$ cat src/core/pamx_consts.svh
`ifndef PAMX_CONSTS_SVH
`define PAMX_CONSTS_SVH

// Register byte offsets on the plain register port
`define PAMX_AW 8
`define PAMX_OFS_MUX 8'h00
`define PAMX_OFS_DIR 8'h04
`define PAMX_OFS_CTRL 8'h08
`define PAMX_OFS_DATA 8'h0C
`define PAMX_OFS_STAT 8'h10

// Reset values
`define PAMX_MUX_RST 32'h0000_0000
`define PAMX_DIR_RST 3'h0
`define PAMX_CTRL_RST 3'h0
`define PAMX_DATA_RST 3'h0

// Select field positions in the mux register
`define PAMX_P15_LSB 30
`define PAMX_P14_LSB 28
`define PAMX_P13_LSB 26

// Select codes
`define PAMX_SEL_GPIO 2'h0
`define PAMX_SEL_ALT1 2'h1
`define PAMX_SEL_ALT2 2'h2
`define PAMX_SEL_ALT3 2'h3

// Direction and data registers keep pins 15..13 at their own bit numbers
`define PAMX_PIN_LSB 13
`define PAMX_PIN_MSB 15

// Control register bits
`define PAMX_CTRL_HOLD_DIS 0
`define PAMX_CTRL_TZ3_EN 1
`define PAMX_CTRL_TZ4_EN 2

// Status register bits
`define PAMX_STAT_GRANT 0
`define PAMX_STAT_REQ 1
`define PAMX_STAT_DRAIN 2
`define PAMX_STAT_RSVD 3

`endif

$ cat src/core/pamx_pkg.sv
`default_nettype none

package pamx_pkg;

    // Select code of one pin
    typedef logic [1:0] pamx_sel_t;

    // Drive of one two-way pin
    typedef struct packed {
        logic o;
        logic oe;
    } pamx_pin_s;

    // Bus hold handshake
    typedef enum logic [1:0] {
        hold_idle,
        hold_drain,
        hold_granted
    } pamx_hold_e;

endpackage

`default_nettype wire

$ cat src/core/pamx_mux.sv
// Notes on behaviour
// - Pin 15 select at bits 31:30; 00 is general I/O and reset value.
// - Pin 15 code 01 follows direction: input feeds trip four, output drives grant.
// - Grant output goes low once the memory interface grants a pending hold.
// - While granted, all memory interface buses and strobes are high impedance.
// - Grant is withdrawn when the outside party releases its hold request.
// - Pin 15 code 10 routes the pin to serial port B receive.
// - Pin 15 code 11 is buffered port B frame sync; reserved without that port.
// - Pin 14 select at bits 29:28; 00 is general I/O and reset value.
// - Pin 14 code 01 is input for trip three and active-low hold request.
// - Hold-disable bit set stops the request pin from tri-stating the bus.
// - Bus is released only after current and pending accesses finish.
// - Trip inputs are ignored by the modulator until software enables them.
// - Pin 14 code 10 is serial B transmit; 11 buffered port B clock.
// - Pin 13 select at bits 27:26; 00 is general I/O and reset value.
// - Reserved codes give undefined pin state; here the pin is left undriven.
// - Mux register takes writes only while the protected write unlock is active.
//
// The placing of the registers and the address-and-strobe port were left to the implementer.
`timescale 1ns/100ps
`default_nettype none
`include "pamx_consts.svh"

module pamx_mux #(
    parameter int HAS_BUF_PORT_B = 1
) (
    input wire logic clk,
    input wire logic nrst,
    input wire logic [`PAMX_AW-1:0] reg_addr,
    input wire logic [31:0] reg_wdata,
    input wire logic reg_wr,
    input wire logic reg_rd,
    output logic [31:0] reg_rdata,
    input wire logic protected_write_unlock,
    input wire logic pin15_in,
    output pamx_pkg::pamx_pin_s pin15_drv,
    input wire logic pin14_in,
    output pamx_pkg::pamx_pin_s pin14_drv,
    input wire logic pin13_in,
    output pamx_pkg::pamx_pin_s pin13_drv,
    output logic trip_zone_three_n,
    output logic trip_zone_four_n,
    input wire logic serial_b_transmit,
    output logic serial_b_receive,
    input wire pamx_pkg::pamx_pin_s buffered_port_b_tx_frame_sync_drv,
    output logic buffered_port_b_tx_frame_sync_in,
    input wire pamx_pkg::pamx_pin_s buffered_port_b_tx_clock_drv,
    output logic buffered_port_b_tx_clock_in,
    input wire logic xmi_access_busy,
    input wire logic xmi_access_pending,
    output logic xmi_hold_draining,
    output logic xmi_bus_tristate,
    output logic [2:0] gpio_in_level
);

    // Refuse a variant flag the logic cannot serve
    if (HAS_BUF_PORT_B != 0 && HAS_BUF_PORT_B != 1) begin : g_chk
        $error("HAS_BUF_PORT_B must be 0 or 1");
    end

    localparam logic HAS_BP = (HAS_BUF_PORT_B != 0);

    logic [31:0] mux_q;
    logic [2:0] dir_q;
    logic [2:0] ctrl_q;
    logic [2:0] data_q;
    logic [31:0] rdata_q;
    pamx_pkg::pamx_hold_e hold_q;
    pamx_pkg::pamx_hold_e hold_d;
    pamx_pkg::pamx_sel_t sel15;
    pamx_pkg::pamx_sel_t sel14;
    pamx_pkg::pamx_sel_t sel13;
    logic dir15;
    logic hold_req;
    logic rsvd_sel;
    logic grant_n;
    pamx_pkg::pamx_pin_s p15_d;
    pamx_pkg::pamx_pin_s p14_d;
    pamx_pkg::pamx_pin_s p13_d;
    pamx_pkg::pamx_pin_s p15_q;
    pamx_pkg::pamx_pin_s p14_q;
    pamx_pkg::pamx_pin_s p13_q;
    logic tz3_q;
    logic tz4_q;
    logic rx_q;
    logic fs_in_q;
    logic ck_in_q;
    logic tri_q;
    logic drain_q;
    logic [2:0] lvl_q;

    // Field views
    assign sel15 = mux_q[`PAMX_P15_LSB +: 2];
    assign sel14 = mux_q[`PAMX_P14_LSB +: 2];
    assign sel13 = mux_q[`PAMX_P13_LSB +: 2];
    assign dir15 = dir_q[2];

    // Mux register, writable only behind the unlock
    always_ff @(posedge clk) begin
        if (!nrst) begin
            mux_q <= `PAMX_MUX_RST;
        end else if (reg_wr && reg_addr == `PAMX_OFS_MUX && protected_write_unlock) begin
            mux_q <= reg_wdata;
        end
    end

    // Direction, control and output data registers
    always_ff @(posedge clk) begin
        if (!nrst) begin
            dir_q <= `PAMX_DIR_RST;
            ctrl_q <= `PAMX_CTRL_RST;
            data_q <= `PAMX_DATA_RST;
        end else if (reg_wr) begin
            if (reg_addr == `PAMX_OFS_DIR) begin
                dir_q <= reg_wdata[`PAMX_PIN_MSB:`PAMX_PIN_LSB];
            end
            if (reg_addr == `PAMX_OFS_CTRL) begin
                ctrl_q <= reg_wdata[2:0];
            end
            if (reg_addr == `PAMX_OFS_DATA) begin
                data_q <= reg_wdata[`PAMX_PIN_MSB:`PAMX_PIN_LSB];
            end
        end
    end

    // Request from pin 14, unless software has masked it off
    assign hold_req = (sel14 == `PAMX_SEL_ALT1) && !pin14_in
        && !ctrl_q[`PAMX_CTRL_HOLD_DIS];

    // Hold handshake next state
    always_comb begin
        hold_d = hold_q;
        case (hold_q)
            pamx_pkg::hold_idle: begin
                if (hold_req) begin
                    hold_d = pamx_pkg::hold_drain;
                end
            end
            pamx_pkg::hold_drain: begin
                // Wait out the access in flight and anything queued
                if (!hold_req) begin
                    hold_d = pamx_pkg::hold_idle;
                end else if (!xmi_access_busy && !xmi_access_pending) begin
                    hold_d = pamx_pkg::hold_granted;
                end
            end
            pamx_pkg::hold_granted: begin
                if (!hold_req) begin
                    hold_d = pamx_pkg::hold_idle;
                end
            end
            default: begin
                hold_d = pamx_pkg::hold_idle;
            end
        endcase
    end

    // Hold handshake state
    always_ff @(posedge clk) begin
        if (!nrst) begin
            hold_q <= pamx_pkg::hold_idle;
        end else begin
            hold_q <= hold_d;
        end
    end

    assign grant_n = (hold_q != pamx_pkg::hold_granted);

    // Reserved codes: undriven pin is our safe choice for an undefined state
    assign rsvd_sel = (!HAS_BP && sel15 == `PAMX_SEL_ALT3)
        || (!HAS_BP && sel14 == `PAMX_SEL_ALT3)
        || (sel13 != `PAMX_SEL_GPIO);

    // Pin 15 drive
    always_comb begin
        p15_d = '0;
        case (sel15)
            `PAMX_SEL_GPIO: begin
                p15_d.o = data_q[2];
                p15_d.oe = dir_q[2];
            end
            `PAMX_SEL_ALT1: begin
                // Output direction carries the grant, input leaves the pin free
                p15_d.o = grant_n;
                p15_d.oe = dir15;
            end
            `PAMX_SEL_ALT2: begin
                p15_d = '0;
            end
            `PAMX_SEL_ALT3: begin
                if (HAS_BP) begin
                    p15_d = buffered_port_b_tx_frame_sync_drv;
                end
            end
            default: begin
                p15_d = '0;
            end
        endcase
    end

    // Pin 14 drive
    always_comb begin
        p14_d = '0;
        case (sel14)
            `PAMX_SEL_GPIO: begin
                p14_d.o = data_q[1];
                p14_d.oe = dir_q[1];
            end
            `PAMX_SEL_ALT1: begin
                p14_d = '0;
            end
            `PAMX_SEL_ALT2: begin
                p14_d.o = serial_b_transmit;
                p14_d.oe = 1'b1;
            end
            `PAMX_SEL_ALT3: begin
                if (HAS_BP) begin
                    p14_d = buffered_port_b_tx_clock_drv;
                end
            end
            default: begin
                p14_d = '0;
            end
        endcase
    end

    // Pin 13: only general I/O is built, other codes leave it undriven
    always_comb begin
        p13_d = '0;
        if (sel13 == `PAMX_SEL_GPIO) begin
            p13_d.o = data_q[0];
            p13_d.oe = dir_q[0];
        end
    end

    // Registered pin and peripheral outputs
    always_ff @(posedge clk) begin
        if (!nrst) begin
            p15_q <= '0;
            p14_q <= '0;
            p13_q <= '0;
            tz3_q <= 1'b1;
            tz4_q <= 1'b1;
            rx_q <= 1'b1;
            fs_in_q <= 1'b0;
            ck_in_q <= 1'b0;
            tri_q <= 1'b0;
            drain_q <= 1'b0;
            lvl_q <= 3'h0;
        end else begin
            p15_q <= p15_d;
            p14_q <= p14_d;
            p13_q <= p13_d;
            // Trips read high unless routed and enabled
            tz3_q <= !(ctrl_q[`PAMX_CTRL_TZ3_EN] && sel14 == `PAMX_SEL_ALT1
                && !pin14_in);
            tz4_q <= !(ctrl_q[`PAMX_CTRL_TZ4_EN] && sel15 == `PAMX_SEL_ALT1
                && !dir15 && !pin15_in);
            rx_q <= (sel15 == `PAMX_SEL_ALT2) ? pin15_in : 1'b1;
            fs_in_q <= HAS_BP && sel15 == `PAMX_SEL_ALT3 && pin15_in;
            ck_in_q <= HAS_BP && sel14 == `PAMX_SEL_ALT3 && pin14_in;
            tri_q <= (hold_q == pamx_pkg::hold_granted);
            drain_q <= (hold_q == pamx_pkg::hold_drain);
            lvl_q <= {pin15_in, pin14_in, pin13_in};
        end
    end

    // Read data stands only in the cycle after the strobe
    always_ff @(posedge clk) begin
        if (!nrst) begin
            rdata_q <= 32'h0000_0000;
        end else begin
            rdata_q <= 32'h0000_0000;
            if (reg_rd) begin
                case (reg_addr)
                    `PAMX_OFS_MUX: rdata_q <= mux_q;
                    `PAMX_OFS_DIR: rdata_q[`PAMX_PIN_MSB:`PAMX_PIN_LSB] <= dir_q;
                    `PAMX_OFS_CTRL: rdata_q[2:0] <= ctrl_q;
                    `PAMX_OFS_DATA: rdata_q[`PAMX_PIN_MSB:`PAMX_PIN_LSB] <= data_q;
                    `PAMX_OFS_STAT: begin
                        rdata_q[`PAMX_STAT_GRANT] <= (hold_q == pamx_pkg::hold_granted);
                        rdata_q[`PAMX_STAT_REQ] <= hold_req;
                        rdata_q[`PAMX_STAT_DRAIN] <= (hold_q == pamx_pkg::hold_drain);
                        rdata_q[`PAMX_STAT_RSVD] <= rsvd_sel;
                        rdata_q[`PAMX_PIN_MSB:`PAMX_PIN_LSB] <= lvl_q;
                    end
                    default: rdata_q <= 32'h0000_0000;
                endcase
            end
        end
    end

    assign reg_rdata = rdata_q;
    assign pin15_drv = p15_q;
    assign pin14_drv = p14_q;
    assign pin13_drv = p13_q;
    assign trip_zone_three_n = tz3_q;
    assign trip_zone_four_n = tz4_q;
    assign serial_b_receive = rx_q;
    assign buffered_port_b_tx_frame_sync_in = fs_in_q;
    assign buffered_port_b_tx_clock_in = ck_in_q;
    assign xmi_bus_tristate = tri_q; // outside master relies on this
    assign xmi_hold_draining = drain_q;
    assign gpio_in_level = lvl_q;
endmodule // pamx_mux

`default_nettype wire

$ cat config.mk
export PLATFORM = sky130hd
export DESIGN_NAME = pamx_mux
export DESIGN_NICKNAME = d
export VERILOG_FILES = /design/src/core/pamx_pkg.sv /design/src/core/pamx_mux.sv
export VERILOG_INCLUDE_DIRS = /design/src /design/src/core
export SDC_FILE = /design/constraint.sdc
export NUM_CORES = 1
export LEC_CHECK = 0
export BUFFER_PORTS_ARGS = -buffer_cell sky130_fd_sc_hd__buf_2
export CELL_PAD_IN_SITES_DETAIL_PLACEMENT = 0
export CELL_PAD_IN_SITES_GLOBAL_PLACEMENT = 1
export CORE_MARGIN = 1.5
export CORE_UTILIZATION = 34
export DETAILED_ROUTE_END_ITERATION = 7
export HOLD_SLACK_MARGIN = 0.12
export PLACE_DENSITY = 0.82
export SETUP_SLACK_MARGIN = 0.3
export SYNTH_ARGS = -nofsm -noshare
export SYNTH_HDL_FRONTEND = slang
export SYNTH_SLANG_ARGS = --single-unit
$ cat constraint.sdc
create_clock -name clk -period 1.5 [get_ports clk]
set_input_delay 0.225 -clock clk [delete_from_list [all_inputs] [get_ports clk]]
set_output_delay 0.225 -clock clk [all_outputs]
set_load 0.02 [all_outputs]
==> results.sh <==
export IMPL_syn2layout_area_growth_pct=39.26
export IMPL_path_buf_inv=3
export IMPL_routabilityCongestion=0.7906
export IMPL_arrival_ns=1.46
export IMPL_grt_util_all_layers_pct=15.78
export IMPL_drive_gt1_share_pct=29.58
export IMPL_place_hpwl_um=5375
export IMPL_io_buffers=102
export IMPL_seqPwrFrac_pct=54.8
export IMPL_die_area_mm2=0.01028
export IMPL_finClkSkew_ns=0.01145
export IMPL_diodes=0
export IMPL_setup_violations=0
export IMPL_crit_path_start_kind="primary input"
export IMPL_setup_slack_ns=0.3110
export IMPL_overflow=0
export IMPL_power_uw=4416
export IMPL_syn_nets=393
export IMPL_drt_total_wl_um=8201
export IMPL_cp_cell_sequence="buf_2 -> nor4_4 -> buf_4 -> and4_4 -> clkbuf_16 -> nand2_1 -> a21boi_1"
export IMPL_place_ws_ns=-0.1089
export IMPL_maxCapViolCount=0
export IMPL_tightest_slew_ns=0.3554
export IMPL_peakVddDrop_v=0.0003540
export IMPL_p_comb_share_pct=5.8
export IMPL_crit_family="simple AND/OR/NAND/NOR gates"
export IMPL_clockRootBuffer="clkbuf_8"
export IMPL_syn_area_per_cell_um2=9.739
export IMPL_clkPwrFrac_pct=39.4
export IMPL_yosysSeqAreaShare_pct=55.34
export IMPL_grt_start_max_net_pins=58
export IMPL_num_rows=35
export IMPL_final_util_pct=49.15
export IMPL_antenna_found_initial=0
export IMPL_ant_nets=0
export IMPL_drt_pass1_iter_count=4
export IMPL_yosysUniqueCellTypes=35
export IMPL_die_h_um=101.4
export IMPL_leakage_uw=0.001981
export IMPL_num_vias=2804
export IMPL_rsz0062_at_grt="true"
export IMPL_cts_tree="yes"
export IMPL_cts_made_buffers=9
export IMPL_min_period_ns=1.189
export IMPL_clkTransAtPathRegs_ns=0.08
export IMPL_slew_viol_final=0
export IMPL_worstPathRequired_ns=1.77
export IMPL_netlist_area_mm2=0.003292
export IMPL_p_int_uw=3495
export IMPL_avgRoutedWirePerCell_um=13.47
export IMPL_die_x_um=101.4
export IMPL_core_area_mm2=0.009328
export IMPL_relSlewSlack_pct=76.22
export IMPL_drt_initial_drc_count=79
export IMPL_clk_latency_ns=0.34
export IMPL_outcome="completed"
export IMPL_p_switching_uw=920.9
export IMPL_p_per_area_mw_per_mm2=963.3
export IMPL_cts_sinks=91
export IMPL_max_freq_ghz=0.8410
export IMPL_grt_pass1_wl_um=12630
export IMPL_first_global_vias=2676
export IMPL_cts_max_level=3
export IMPL_cts_path_max_buffers=2
export IMPL_design_portCount=103
export IMPL_switching_share_pct=20.85
export IMPL_cp_slowest_stage_delay_ns=0.31
export IMPL_crit_slowest_cell="and4_4"
export IMPL_drc_errors=0
export IMPL_crit_fanout=6
export IMPL_synthCells=338
export IMPL_endpoint_kind="flip-flop"
export IMPL_critPathKind="in -> reg"
export IMPL_fin_crit_sh_pct=79.27
export IMPL_hold_violations=0
export IMPL_nets=531
export IMPL_yosys_register_bits=91
export IMPL_start_util_pct=35.29
export IMPL_hold_class="in -> reg"
export IMPL_vias_per_cell=4.604
export IMPL_ys_warn_count=0
==> Yosys cell counts <==
library cell  instances  area [µm²]
a2111oi_0             1       8.760
a211oi_1              2       15.01
a21boi_0              3       22.52
a21boi_1             30       225.2
a21oi_1               4       20.02
a22o_1                1       8.760
a22oi_1               4       30.03
and2_1               35       219.0
and3_1                3       18.77
and4_1                2       17.52
and4b_1               1       10.01
buf_1                 1       3.750
buf_2                 5       25.02
buf_6                 2       22.52
clkbuf_1             13       48.80
dfxtp_1              91        1822
inv_1                 1       3.750
mux2i_1              17       170.2
nand2_1              69       259.0
nand2_2               1       6.260
nand2b_1              1       6.260
nand3_1               4       20.02
nand4_1               5       31.28
nand4b_1              1       8.760
nand4bb_1             1       11.26
nor2_1               12       45.04
nor2b_1              15       93.84
nor3_1                1       5.000
nor3b_1               1       7.510
nor4_1                1       6.260
nor4_4                2       42.54
nor4b_1               1       8.760
o21ai_0               2       10.01
o2bb2ai_1             3       26.28
or3_1                 2       12.51
==> worst register-to-register path, cell delays in order (launching register included) <==
cell	delay, ns
dfxtp_2	0.39
nor2_2	0.18
nand3_1	0.13
a2111oi_2	0.34
==> kinds of logic (layout without fill, tap and decap cells) <==
group,count (synthesis),after routing,synth area share [%]
AND/OR/NAND/NOR,158,158,25.20
flip-flops,91,91,55.34
AO/OA/AOI/OAI,50,50,11.14
buffers and inverters,22,164,3.154
multiplexers,17,17,5.169
==> routing by layer <==
metal	track usage, %	part of all wire [%]
met2	25.76	47
met3	3.796	4.4
met5	0	0
met1	20.26	47
met4	5.983	1.6
==> layout by cell type (no fill, tap or decap), types with 3 or more instances in the layout <==
master,count
a21boi_1,32
a21oi_1,4
a22oi_1,4
and2_1,35
and3_1,3
buf_12,3
buf_2,102
buf_4,10
clkbuf_8,9
dfxtp_1,90
dlygate4sd3_1,29
mux2i_1,17
nand2_1,69
nand3_1,4
nand4_1,5
nor2_1,11
nor2b_1,14
o2bb2ai_1,3
==> timing repair <==
action | 4_1_cts | 5_1_grt
endpoints found under the hold margin | 29 | 0
resized for setup | 2 | 9
pin swaps | 1 | 7
hold buffers | 29 | 0
setup buffers | 1 | 0
gates cloned | 0 | 3
endpoints found under the setup margin | 22 | 29
==> power by group through the flow <==
stage	clock network [µW]	logic (µW)	registers (µW)
final	1740	255	2420
after global routing	1890	278	2420
after detailed placement	0	195	2480
after floorplan	0	68.9	2480
after CTS	1810	255	2420
after global placement	0	194	2480
==> registers in the layout (all words and copies together) (netlist names) <==
signal and cells:
data_q 3, hold_q 2, pin13_drv 2, xmi_hold_draining 1
mux_q 32, serial_b_receive 1, gpio_in_level 3, trip_zone_four_n 1
ctrl_q 3, dir_q 3, buffered_port_b_tx_clock_in 1, trip_zone_three_n 1
buffered_port_b_tx_frame_sync_in 1, xmi_bus_tristate 1, reg_rdata 32, pin14_drv 2
pin15_drv 2
==> per-stage QoR <==
step           setup TNS, ns  hold slack [ns]  area (µm²)  cells
6_report                   0           0.1440        4584    609
5_1_grt                    0           0.1355        4584    609
4_1_cts                    0           0.1228        4507    606
3_5_place_dp          -4.286           0.4380        3999    561
3_3_place_gp          -2.251           0.4307        3999    561
2_1_floorplan              0           0.3209        3302    338
==> layout make-up <==
type	instances	area, µm²
Multi-Input combinational cell	225	1381
Timing Repair Buffer	148	1008
Inverter	1	3.754
Sequential cell	91	1823
Clock inverter	5	78.83
Tap cell	129	161.4
Fill cell	921	4743
Clock buffer	10	127.6
==> final timing paths <==
check	start	endpoint	slack (ns)	depth (start not counted)
worst max-delay path	reg_addr[5]	mux_q[11]	0.31	7
worst min-delay path	reg_wdata[1]	mux_q[1]	0.14	3
worst max register to register	mux_q[29]	hold_q[0]	0.36	3
worst min register to register	mux_q[24]	mux_q[24]	0.45	2
Power figures use the tool's default switching activity.
